--- src/fan_drive_regs.svh ---
// register offsets, field values, reset values and timing figures of the fan drive register map
`ifndef FAN_DRIVE_REGS_SVH
`define FAN_DRIVE_REGS_SVH

// holding registers
`define HR_BAUD 16'h002F
`define HR_FRAMING 16'h0030
`define HR_LOOP_REF 16'h0032
`define HR_GAIN_P 16'h0033
`define HR_GAIN_I 16'h0034
`define HR_GAIN_D 16'h0035
`define HR_PERIOD 16'h0036
`define HR_SPEED_HIGH 16'h0037
`define HR_SILENCE 16'h0038

// input registers
`define IR_SPEED_TARGET 16'h0002
`define IR_ROTOR_SPEED 16'h0003
`define IR_DC_LINK 16'h0009
`define IR_FAULT_PRI 16'h000A
`define IR_WIND_CURRENT 16'h000C
`define IR_WIND_VOLTAGE 16'h000D
`define IR_SETP_VOLTS 16'h000E
`define IR_STAGE_TEMP 16'h000F
`define IR_FAULT_SEC 16'h0011
`define IR_RUN_RAW 16'h001C
`define IR_SETP_RAW 16'h001D
`define IR_SENSOR_RAW 16'h001E
`define IR_POWER 16'h001F
`define IR_SUPPLY_CUR 16'h0020
`define IR_LAST 16'h0020

// reset values
`define RST_BAUD 16'h0060
`define RST_ZERO 16'h0000

// allowed values
`define BAUD_9K6 16'h0060
`define BAUD_19K2 16'h00C0
`define BAUD_38K4 16'h0180
`define BAUD_57K6 16'h0240
`define FRAMING_MAX 16'h0002
`define LOOP_REF_MAX 16'h0064
`define GAIN_MAX 16'h7FFF
`define SILENCE_MAX_S 16'h8078

// selector codes
`define INPUT_TYPE_PID_FIXED 16'h000C
`define DOUT_ALARM 16'h0001
`define DOUT_THRESHOLD 16'h0002
`define DOUT_RANGE 16'h0003

// fault code pairs
`define FAULT_PRI_AUTO 16'h0004
`define FAULT_SEC_OVERTEMP 16'h0071
`define FAULT_SEC_LINK_LOST 16'h00FF

// answer exception codes
`define EXC_NONE 8'h00
`define EXC_BAD_ADDR 8'h02
`define EXC_BAD_VALUE 8'h03

// timing
`define CLK_PERIOD_NS 100
`define SECOND_NS 1000000000
`define RAMP_TICK_NS 1000000
`define DERATE_LIMIT_S 16'h001E

`endif

--- src/fan_drive_pkg.sv ---
// types shared by the fan drive register map
package fan_drive_pkg;

  typedef enum logic [0:0] {
    RAMP_IDLE,
    RAMP_RUN
  } ramp_state_t;

  typedef struct packed {
    logic [15:0] baud;
    logic [15:0] framing;
    logic [15:0] loop_ref;
    logic [15:0] gain_p;
    logic [15:0] gain_i;
    logic [15:0] gain_d;
    logic [15:0] period;
    logic [15:0] speed_high;
    logic [15:0] silence;
    logic rsp_valid;
    logic [7:0] rsp_exc;
    logic [15:0] rsp_data;
    logic [23:0] sec_cnt;
    logic sec_tick;
    logic [15:0] silence_cnt;
    logic link_lost;
    logic [15:0] ms_cnt;
    ramp_state_t ramp;
    logic [15:0] speed_ref;
    logic derate;
    logic [15:0] derate_sec;
    logic overtemp;
    logic speed_over;
    logic loop_ref_active;
    logic fan_stop;
    logic [15:0] fault_pri;
    logic [15:0] fault_sec;
    logic dout;
  } state_t;

endpackage

--- src/fan_drive_modbus_register_map.sv ---
// modbus holding and input register map of the fan drive with timeout, ramp and thermal supervision
// Summary of operation
// - baud register codes tenths kbps, resets 96
// - framing 0 2stop, 1 even, 2 odd
// - loop reference 0..100, active only type 12
// - three loop gains 0..32767, reset 0
// - loop period ms 0..32767, reset 0
// - speed over threshold flagged, zero disables
// - range mode limits high threshold low..max
// - silence timeout stops fan, raises alarm
// - stop holds until reset command; zero disables
// - speed reference starts at min, ramps
// - overheat derates, then stops with alarm
// - overheat alarm clears itself when cooled
// - fault codes paired in registers 10, 17
// - raw inputs report 10V/2^16 per count
// - 33 input registers, listed ones populated
// - input type 12 selects fixed-reference loop
// - output function 2 shows speed over threshold
`timescale 1ns/10ps
`include "fan_drive_regs.svh"

module fan_drive_modbus_register_map #(
  parameter int SECOND_CYCLES = `SECOND_NS / `CLK_PERIOD_NS,
  parameter int RAMP_TICK_CYCLES = `RAMP_TICK_NS / `CLK_PERIOD_NS
) (
  // clock and reset
  input wire logic clk_sys_i,
  input wire logic rst_i,
  // decoded modbus requests from the frame engine
  input wire logic req_valid_i,
  input wire logic req_write_i,
  input wire logic req_holding_i,
  input wire logic [15:0] req_addr_i,
  input wire logic [15:0] req_wdata_i,
  input wire logic reset_cmd_i,
  output logic rsp_valid_o,
  output logic [7:0] rsp_exc_o,
  output logic [15:0] rsp_data_o,
  // settings held elsewhere in the drive
  input wire logic [15:0] input_type_i,
  input wire logic [15:0] dout_func_i,
  input wire logic [15:0] speed_low_i,
  input wire logic [15:0] speed_max_i,
  input wire logic [15:0] speed_min_i,
  input wire logic [15:0] temp_limit_i,
  // motor control measurements and demands
  input wire logic run_i,
  input wire logic [15:0] speed_goal_i,
  input wire logic [15:0] ramp_step_i,
  input wire logic [15:0] rotor_speed_i,
  input wire logic [15:0] dc_link_i,
  input wire logic [15:0] wind_current_i,
  input wire logic [15:0] wind_voltage_i,
  input wire logic [15:0] setp_volts_i,
  input wire logic [15:0] stage_temp_i,
  input wire logic [15:0] fault_pri_i,
  input wire logic [15:0] fault_sec_i,
  input wire logic [15:0] run_raw_i,
  input wire logic [15:0] setp_raw_i,
  input wire logic [15:0] sensor_raw_i,
  input wire logic [15:0] power_i,
  input wire logic [15:0] supply_current_i,
  // settings out to the serial line and control loop
  output logic [15:0] baud_sel_o,
  output logic [15:0] framing_sel_o,
  output logic [15:0] loop_ref_o,
  output logic loop_ref_active_o,
  output logic [15:0] gain_p_o,
  output logic [15:0] gain_i_o,
  output logic [15:0] gain_d_o,
  output logic [15:0] period_ms_o,
  // supervision results
  output logic [15:0] speed_ref_o,
  output logic speed_over_o,
  output logic derate_o,
  output logic fan_stop_o,
  output logic [15:0] fault_pri_o,
  output logic [15:0] fault_sec_o,
  output logic dout_o
);

  fan_drive_pkg::state_t s_q;
  fan_drive_pkg::state_t s_d;

  // inclusive range test, used for writes and for the range output
  function automatic logic in_range(input logic [15:0] v, input logic [15:0] lo, input logic [15:0] hi);
    in_range = (v >= lo) && (v <= hi);
  endfunction

  logic wr;

  logic [16:0] ramp_up;
  logic [16:0] ramp_dn;

  always_comb begin
    s_d = s_q;
    wr = req_valid_i && req_write_i;

    ramp_up = {1'b0, s_q.speed_ref} + {1'b0, ramp_step_i};
    ramp_dn = {1'b0, s_q.speed_ref} - {1'b0, ramp_step_i};

    // answer path: one cycle after every request
    s_d.rsp_valid = req_valid_i;
    s_d.rsp_exc = `EXC_NONE;
    s_d.rsp_data = 16'h0000;

    if (req_valid_i && req_holding_i) begin
      case (req_addr_i)
        `HR_BAUD: begin
          s_d.rsp_data = s_q.baud;
          if (wr) begin
            if (req_wdata_i == `BAUD_9K6 || req_wdata_i == `BAUD_19K2 ||
                req_wdata_i == `BAUD_38K4 || req_wdata_i == `BAUD_57K6) begin
              s_d.baud = req_wdata_i;
            end else begin
              s_d.rsp_exc = `EXC_BAD_VALUE;
            end
          end
        end

        `HR_FRAMING: begin
          s_d.rsp_data = s_q.framing;
          if (wr) begin
            if (req_wdata_i <= `FRAMING_MAX) begin
              s_d.framing = req_wdata_i;
            end else begin
              s_d.rsp_exc = `EXC_BAD_VALUE;
            end
          end
        end

        `HR_LOOP_REF: begin
          s_d.rsp_data = s_q.loop_ref;
          if (wr) begin
            if (req_wdata_i <= `LOOP_REF_MAX) begin
              s_d.loop_ref = req_wdata_i;
            end else begin
              s_d.rsp_exc = `EXC_BAD_VALUE;
            end
          end
        end

        `HR_GAIN_P: begin
          s_d.rsp_data = s_q.gain_p;
          if (wr) begin
            if (req_wdata_i <= `GAIN_MAX) begin
              s_d.gain_p = req_wdata_i;
            end else begin
              s_d.rsp_exc = `EXC_BAD_VALUE;
            end
          end
        end

        `HR_GAIN_I: begin
          s_d.rsp_data = s_q.gain_i;
          if (wr) begin
            if (req_wdata_i <= `GAIN_MAX) begin
              s_d.gain_i = req_wdata_i;
            end else begin
              s_d.rsp_exc = `EXC_BAD_VALUE;
            end
          end
        end

        `HR_GAIN_D: begin
          s_d.rsp_data = s_q.gain_d;
          if (wr) begin
            if (req_wdata_i <= `GAIN_MAX) begin
              s_d.gain_d = req_wdata_i;
            end else begin
              s_d.rsp_exc = `EXC_BAD_VALUE;
            end
          end
        end

        `HR_PERIOD: begin
          s_d.rsp_data = s_q.period;
          if (wr) begin
            if (req_wdata_i <= `GAIN_MAX) begin
              s_d.period = req_wdata_i;
            end else begin
              s_d.rsp_exc = `EXC_BAD_VALUE;
            end
          end
        end

        `HR_SPEED_HIGH: begin
          s_d.rsp_data = s_q.speed_high;
          if (wr) begin
            // range mode needs the high limit at or above the low limit
            if (in_range(req_wdata_i, (dout_func_i == `DOUT_RANGE) ? speed_low_i : `RST_ZERO,
                         speed_max_i)) begin
              s_d.speed_high = req_wdata_i;
            end else begin
              s_d.rsp_exc = `EXC_BAD_VALUE;
            end
          end
        end

        `HR_SILENCE: begin
          s_d.rsp_data = s_q.silence;
          if (wr) begin
            if (req_wdata_i <= `SILENCE_MAX_S) begin
              s_d.silence = req_wdata_i;
            end else begin
              s_d.rsp_exc = `EXC_BAD_VALUE;
            end
          end
        end

        default: begin
          s_d.rsp_exc = `EXC_BAD_ADDR;
        end
      endcase
    end else if (req_valid_i) begin
      // input registers: sampled at the read itself so the answer is current
      if (wr || req_addr_i > `IR_LAST) begin
        s_d.rsp_exc = `EXC_BAD_ADDR;
      end else begin
        case (req_addr_i)
          `IR_SPEED_TARGET: s_d.rsp_data = s_q.speed_ref;
          `IR_ROTOR_SPEED: s_d.rsp_data = rotor_speed_i;
          `IR_DC_LINK: s_d.rsp_data = dc_link_i;
          `IR_FAULT_PRI: s_d.rsp_data = s_q.fault_pri;
          `IR_WIND_CURRENT: s_d.rsp_data = wind_current_i;
          `IR_WIND_VOLTAGE: s_d.rsp_data = wind_voltage_i;
          `IR_SETP_VOLTS: s_d.rsp_data = setp_volts_i;
          `IR_STAGE_TEMP: s_d.rsp_data = stage_temp_i;
          `IR_FAULT_SEC: s_d.rsp_data = s_q.fault_sec;
          `IR_RUN_RAW: s_d.rsp_data = run_raw_i;
          `IR_SETP_RAW: s_d.rsp_data = setp_raw_i;
          `IR_SENSOR_RAW: s_d.rsp_data = sensor_raw_i;
          `IR_POWER: s_d.rsp_data = power_i;
          `IR_SUPPLY_CUR: s_d.rsp_data = supply_current_i;
          default: s_d.rsp_data = 16'h0000;
        endcase
      end
    end

    // one-second time base, restarted by any traffic
    s_d.sec_tick = 1'b0;
    if (req_valid_i) begin
      s_d.sec_cnt = 24'h00_0000;
      s_d.silence_cnt = 16'h0000;
    end else if (s_q.sec_cnt == 24'(SECOND_CYCLES - 1)) begin
      s_d.sec_cnt = 24'h00_0000;
      s_d.sec_tick = 1'b1;
    end else begin
      s_d.sec_cnt = s_q.sec_cnt + 24'h00_0001;
    end

    // silence timeout: set wins over the reset command in the same cycle
    if (reset_cmd_i) begin
      s_d.link_lost = 1'b0;
    end
    if (s_q.sec_tick && s_q.silence != `RST_ZERO && !req_valid_i) begin
      s_d.silence_cnt = s_q.silence_cnt + 16'h0001;
      if (s_q.silence_cnt + 16'h0001 >= s_q.silence) begin
        s_d.link_lost = 1'b1;
      end
    end

    // thermal derating then stop; cooled module clears derating, its count and the thermal stop by itself
    if (stage_temp_i > temp_limit_i) begin
      s_d.derate = 1'b1;
      if (s_q.sec_tick && !s_q.overtemp) begin
        s_d.derate_sec = s_q.derate_sec + 16'h0001;
        if (s_q.derate_sec + 16'h0001 >= `DERATE_LIMIT_S) begin
          s_d.overtemp = 1'b1;
        end
      end
    end else if (stage_temp_i < temp_limit_i) begin
      s_d.derate = 1'b0;
      s_d.derate_sec = 16'h0000;
      s_d.overtemp = 1'b0;
    end

    s_d.fan_stop = s_d.link_lost || s_d.overtemp;

    // speed reference ramp on a millisecond tick
    if (s_q.ms_cnt == 16'(RAMP_TICK_CYCLES - 1)) begin
      s_d.ms_cnt = 16'h0000;
    end else begin
      s_d.ms_cnt = s_q.ms_cnt + 16'h0001;
    end

    case (s_q.ramp)
      fan_drive_pkg::RAMP_IDLE: begin
        s_d.speed_ref = 16'h0000;
        if (run_i && !s_q.fan_stop) begin
          s_d.speed_ref = speed_min_i;
          s_d.ramp = fan_drive_pkg::RAMP_RUN;
        end
      end

      fan_drive_pkg::RAMP_RUN: begin
        if (!run_i || s_q.fan_stop) begin
          s_d.speed_ref = 16'h0000;
          s_d.ramp = fan_drive_pkg::RAMP_IDLE;
        end else if (s_q.ms_cnt == 16'(RAMP_TICK_CYCLES - 1)) begin
          // clamp so the step never overshoots the goal
          if (s_q.speed_ref < speed_goal_i) begin
            s_d.speed_ref = (ramp_up >= {1'b0, speed_goal_i}) ? speed_goal_i : ramp_up[15:0];
          end else if (s_q.speed_ref > speed_goal_i) begin
            s_d.speed_ref = (ramp_dn[16] || ramp_dn[15:0] <= speed_goal_i) ? speed_goal_i : ramp_dn[15:0];
          end
        end
      end
      default: begin
        s_d.ramp = fan_drive_pkg::RAMP_IDLE;
      end
    endcase

    s_d.speed_over = (s_q.speed_high != `RST_ZERO) && (rotor_speed_i > s_q.speed_high);

    s_d.loop_ref_active = (input_type_i == `INPUT_TYPE_PID_FIXED);

    // own faults override the pair reported by the motor control
    if (s_d.link_lost) begin
      s_d.fault_pri = `FAULT_PRI_AUTO;
      s_d.fault_sec = `FAULT_SEC_LINK_LOST;
    end else if (s_d.overtemp) begin
      s_d.fault_pri = `FAULT_PRI_AUTO;
      s_d.fault_sec = `FAULT_SEC_OVERTEMP;
    end else begin
      s_d.fault_pri = fault_pri_i;
      s_d.fault_sec = fault_sec_i;
    end

    case (dout_func_i)
      `DOUT_ALARM: s_d.dout = (s_d.fault_pri != `RST_ZERO);
      `DOUT_THRESHOLD: s_d.dout = s_d.speed_over;
      `DOUT_RANGE: s_d.dout = in_range(rotor_speed_i, speed_low_i, s_q.speed_high);
      default: s_d.dout = 1'b0;
    endcase
  end

  always_ff @(posedge clk_sys_i or posedge rst_i) begin
    if (rst_i) begin
      s_q <= '0;
      s_q.baud <= `RST_BAUD;
      s_q.ramp <= fan_drive_pkg::RAMP_IDLE;
    end else begin
      s_q <= s_d;
    end
  end

  assign rsp_valid_o = s_q.rsp_valid;
  assign rsp_exc_o = s_q.rsp_exc;
  assign rsp_data_o = s_q.rsp_data;

  assign baud_sel_o = s_q.baud;
  assign framing_sel_o = s_q.framing;
  assign loop_ref_o = s_q.loop_ref;
  assign loop_ref_active_o = s_q.loop_ref_active;
  assign gain_p_o = s_q.gain_p;
  assign gain_i_o = s_q.gain_i;
  assign gain_d_o = s_q.gain_d;
  assign period_ms_o = s_q.period;

  assign speed_ref_o = s_q.speed_ref;
  assign speed_over_o = s_q.speed_over;
  assign derate_o = s_q.derate;
  assign fan_stop_o = s_q.fan_stop;
  assign fault_pri_o = s_q.fault_pri;
  assign fault_sec_o = s_q.fault_sec;
  assign dout_o = s_q.dout;

endmodule // fan_drive_modbus_register_map

--- config.mk ---
export PLATFORM = sky130hd
export DESIGN_NAME = fan_drive_modbus_register_map
export DESIGN_NICKNAME = d
export VERILOG_FILES = /design/src/fan_drive_pkg.sv /design/src/fan_drive_modbus_register_map.sv
export VERILOG_INCLUDE_DIRS = /design/src /design/src/src
export SDC_FILE = /design/constraint.sdc
export NUM_CORES = 1
export LEC_CHECK = 0
export CAP_MARGIN = 20
export CORE_MARGIN = 4
export CORE_UTILIZATION = 47
export CTS_CLUSTER_DIAMETER = 200
export DETAILED_ROUTE_END_ITERATION = 12
export DONT_BUFFER_PORTS = 1
export RECOVER_POWER = 100
export SLEW_MARGIN = 0
export SYNTH_ARGS = -nofsm -noshare
export SYNTH_HDL_FRONTEND = slang
export SYNTH_SLANG_ARGS = --single-unit
--- constraint.sdc ---
create_clock -name clk_sys_i -period 23.2 [get_ports clk_sys_i]
set_input_delay 1.16 -clock clk_sys_i [delete_from_list [all_inputs] [get_ports clk_sys_i]]
set_output_delay 1.16 -clock clk_sys_i [all_outputs]
set_load 0.1 [all_outputs]
==> results.txt <==
The flip-flop and latch count after synthesis is around 300. The last weighted congestion value of the routability-driven placer is approximately 0.97. The number of standard cells after synthesis came out at 2335. Counting the buffers created by CTS gives 37. The portion of the clock cycle consumed by the worst path in the final layout is 0.4054. The number of cell instances on the worst register-to-register path came out at 17. The min-delay analysis places its worst path in the category register to register. The wire length of the first global-routing pass is 125.6 mm. The setup total negative slack is 0 ns. The share of the Yosys chip area taken by registers is 0.3405. The floorplan has 78 rows.

Pin placement for this block handled 565 I/O pins. The latest clock arrival within the worst-skew pair is 0.57 ns. Wires add up to 88.49 mm. The area of the mapped netlist came out at 0.02147 mm2. The count of nets after finishing is 2689.

Clock-pin slew was measured on the worst setup and hold paths at roughly 0.06 ns. The cell that appears most often on the critical path is sky130_fd_sc_hd__clkbuf_1. Across every metal layer, demand over resource in global routing totals 0.3451.

The top cell types in the final layout, fill and taps aside, are sky130_fd_sc_hd__dfrtp_1 (290), sky130_fd_sc_hd__ha_1 (181), sky130_fd_sc_hd__nand2_1 (176), sky130_fd_sc_hd__nor2_1 (170), sky130_fd_sc_hd__inv_1 (140). The count of nets left with antenna violations once routing finished came out at 0. The via count normalized by instance count came out at 6.393. In this design, the largest share of critical-path delay is due to buffers and inverters. Counting along the longest clock path gives a buffer depth of 3.

The count of buffer and inverter cells on the critical path came out at 3. The number of port buffers is 0. The final design utilization came out at 0.4850. Of the cells placed in the final design, the portion with a size suffix greater than 1 is 0.1024. The run finished, with violations left. Among all stages on the critical path, the largest delay is contributed by sky130_fd_sc_hd__clkbuf_1. The number of gates given a new drive strength after cts is 0. Setup repair after global routing left no endpoint under its margin.

The number of antenna violations at the first check in global routing came out at 16. The maximum number of pins on one net before global-route repair is between 80 and 90. The path with the worst hold slack has its endpoint at s_q[71]$_DFF_PP0_. CTS placed an instance of sky130_fd_sc_hd__clkbuf_16 at the clock tree root. Measured along the x axis, the die boundary spans roughly 220 um. The total overflow reported by the global router came out at 0.

The highest fanout seen on the critical path came out at slightly above 80. The checks that failed: max-capacitance violations, max-slew violations. The worst pin sits at a relative slew slack of -1.786. For this run, the slowest stage of the critical path takes 3.07 ns. From synthesis to final layout, the design area changed by 2.308%. The arrival time at the worst endpoint is slightly above 9 ns. TritonCTS built the clock tree. The sort of element at the start of the critical path is a primary input.

Across the routed clock network, the largest skew measured is 0.02297 ns. The cts-stage hold buffer count came out at 0. The register-to-register setup slack is 15.62 ns. The post-CTS setup-driven buffer insertion count came out at 0.

The analysis attributes to cell leakage a power of ~10 nW. The critical path goes through clkinvlp_2, clkbuf_1, clkbuf_1. The final-report hold violation count came out at 0.

Setup violations remaining at the end of the flow were counted as 0. The clock sink count is approximately 300. The clock period minus worst slack came out at 9.404 ns. Yosys mapped a number of flops with a built-in enable equal to 0. The startpoint identified for the worst hold timing path is s_q[71]$_DFF_PP0_. The initial utilization of the core area, before any placement, comes to 0.4741.

For the pin with the worst max-slew slack, the measured transition is 4.179 ns. The setup path with the least slack is of type primary input to asynchronous set/reset pin. The die covers between 0.04 and 0.05 mm2.

The mean instance size in the synthesized netlist is around 9.2 um2. The area of the core region is 0.04528 mm2. For this design the ratio of total power to cell area is between 60 and 70 mW/mm2. The number of global-route vias before repair is about 17000. The tool flagged a number of max-cap violations equal to 19. The number of distinct library cells after synthesis came out at 79. In this run the critical register-to-register path is captured at speed_ref_o[13]$_DFFE_PP0P_. For this run, the number of Yosys warnings is 0. The post-detailed-route DRC marker count came out at 0. The first-iteration detailed-routing DRC count is approximately 1800. The vertical extent of the die is 221.7 um.

The maximum vdd ir drop is 0.05589 mV. The fraction of synthesis flops using an asynchronous set or reset pin is 1.000. The number of levels in the clock H-tree came out at 2. Overall power consumption after layout is estimated at between 0.001 and 0.0015 W.

Leaving out fill and tap cells, the most frequent cell in the layout is sky130_fd_sc_hd__dfrtp_1. The type of destination of the critical path is an asynchronous set/reset pin. The detailed placer's ending HPWL is 71.30 mm. The max-slew violation count is 425. The wire length per cell is roughly 32 um. The routed via count is 17700. The number of search-and-repair iterations in the first detailed-routing pass came out at 8. The data required time at the worst endpoint came out at 23.02 ns.

The startpoint identified for the worst register-to-register timing path is speed_ref_o[0]$_DFFE_PP0P_. The most instantiated flip-flop cell in the synthesis netlist is sky130_fd_sc_hd__dfrtp_1. Timing would allow up to about 110 MHz. Along the worst hold path, the cell count comes to 1.
## cell type report
class                           instances  area, um2
Tap cell                              600      750.7
Fill cell                            4355      23320
Clock buffer                           49       1051
Inverter                              141      530.5
Clock inverter                         17      231.5
Antenna cell                           10      25.02
Sequential cell                       292       7310
Multi-Input combinational cell       1623      11870
Timing Repair Buffer                   36      191.4
## synth_stat cells (all sizes together) (38+ instances only)
master | instances | share of area
nand4 | 44 | 0.013
clkbuf | 88 | 0.015
a21oi | 104 | 0.025
ha | 181 | 0.11
xnor2 | 48 | 0.020
nand2 | 176 | 0.031
mux2 | 108 | 0.057
nand3 | 52 | 0.012
nor2 | 173 | 0.030
and2 | 60 | 0.017
o21ai | 76 | 0.018
a21o | 38 | 0.013
buf | 196 | 0.067
dfrtp | 290 | 0.34
inv | 141 | 0.025
mux2i | 43 | 0.020
xor2 | 52 | 0.021
a22oi | 49 | 0.017
## cells by family after synthesis
kind of cell | share of synthesized area
compound gates | 0.1528
xor+xnor | 0.04080
fa+ha+maj | 0.1074
buf+inv | 0.1074
flops | 0.3405
mux | 0.08737
other cells | 0.0001747
simple gates | 0.1635
## how the worst max path moves through the flow
stage / cells past startpoint / end / startpoint / slack, ns
floorplan: 1 / baud_sel_o[0]$_DFFE_PP0P_ / rst_i / 13.98
global placement: 16 / speed_ref_o[15]$_DFFE_PP0P_ / ramp_step_i[0] / 17.23
detailed placement: 16 / speed_ref_o[15]$_DFFE_PP0P_ / ramp_step_i[0] / 17.16
CTS: 17 / speed_ref_o[15]$_DFFE_PP0P_ / speed_ref_o[0]$_DFFE_PP0P_ / 17.63
global route: 3 / speed_ref_o[13]$_DFFE_PP0P_ / rst_i / 12.05
finish: 3 / speed_ref_o[13]$_DFFE_PP0P_ / rst_i / 13.80
## worst register-to-register path, cell delays in order (launching register included)
cell and delay [ns]:
sky130_fd_sc_hd__dfrtp_1 0.35, sky130_fd_sc_hd__clkbuf_1 0.66, sky130_fd_sc_hd__ha_1 0.53, sky130_fd_sc_hd__fa_1 0.41, sky130_fd_sc_hd__nor2b_1 0.16, sky130_fd_sc_hd__or3_1 0.36, sky130_fd_sc_hd__a2111o_1 0.44, sky130_fd_sc_hd__a311o_1 0.40
sky130_fd_sc_hd__a21oi_1 0.38, sky130_fd_sc_hd__nor4b_1 0.11, sky130_fd_sc_hd__a211o_1 0.28, sky130_fd_sc_hd__ha_1 0.30, sky130_fd_sc_hd__a21o_1 0.19, sky130_fd_sc_hd__a211oi_1 0.27, sky130_fd_sc_hd__o2111ai_1 0.97, sky130_fd_sc_hd__o21ai_0 1.22
sky130_fd_sc_hd__o22ai_1 0.19, sky130_fd_sc_hd__o31ai_1 0.27
## routing by layer
metal | up-vias | wire length, um | GRT usage
li1 | 7792 | - | -
met1 | 8807 | 34550 | 0.4285
met2 | 897 | 40890 | 0.5577
met3 | 187 | 8633 | 0.1083
met4 | 12 | 4338 | 0.1475
met5 | - | 89 | 0
## sequential cells by signal, indices dropped and copies added, names as in the netlist, 2 cells and up
signal and cells:
s_q 108, baud_sel_o 16, fault_pri_o 16, fault_sec_o 16, framing_sel_o 16, gain_d_o 16
gain_i_o 16, gain_p_o 16, loop_ref_o 16, period_ms_o 16, rsp_data_o 16, speed_ref_o 16
rsp_exc_o 2
## power breakdown
group          switching [W]  leakage (nW)  internal (W)  total (W)
combinational       0.000179          5.67     0.0000969   0.000276
clock               0.000249         0.614      0.000358   0.000606
sequential         0.0000423          3.87      0.000516   0.000558
total               0.000469          10.2      0.000971    0.00144
## through the flow
step,setup WS (ns),cells,hold WS (ns),cell area [um2]
floorplan,13.98,2340,0.4329,21490
global placement,17.23,2692,0.4458,20790
detailed placement,17.16,2692,0.4553,20790
CTS,17.63,2758,0.4679,22080
global route,12.05,2766,0.4838,21960
finish,13.80,2768,0.4689,21960
(Power assumes the default switching activity.)
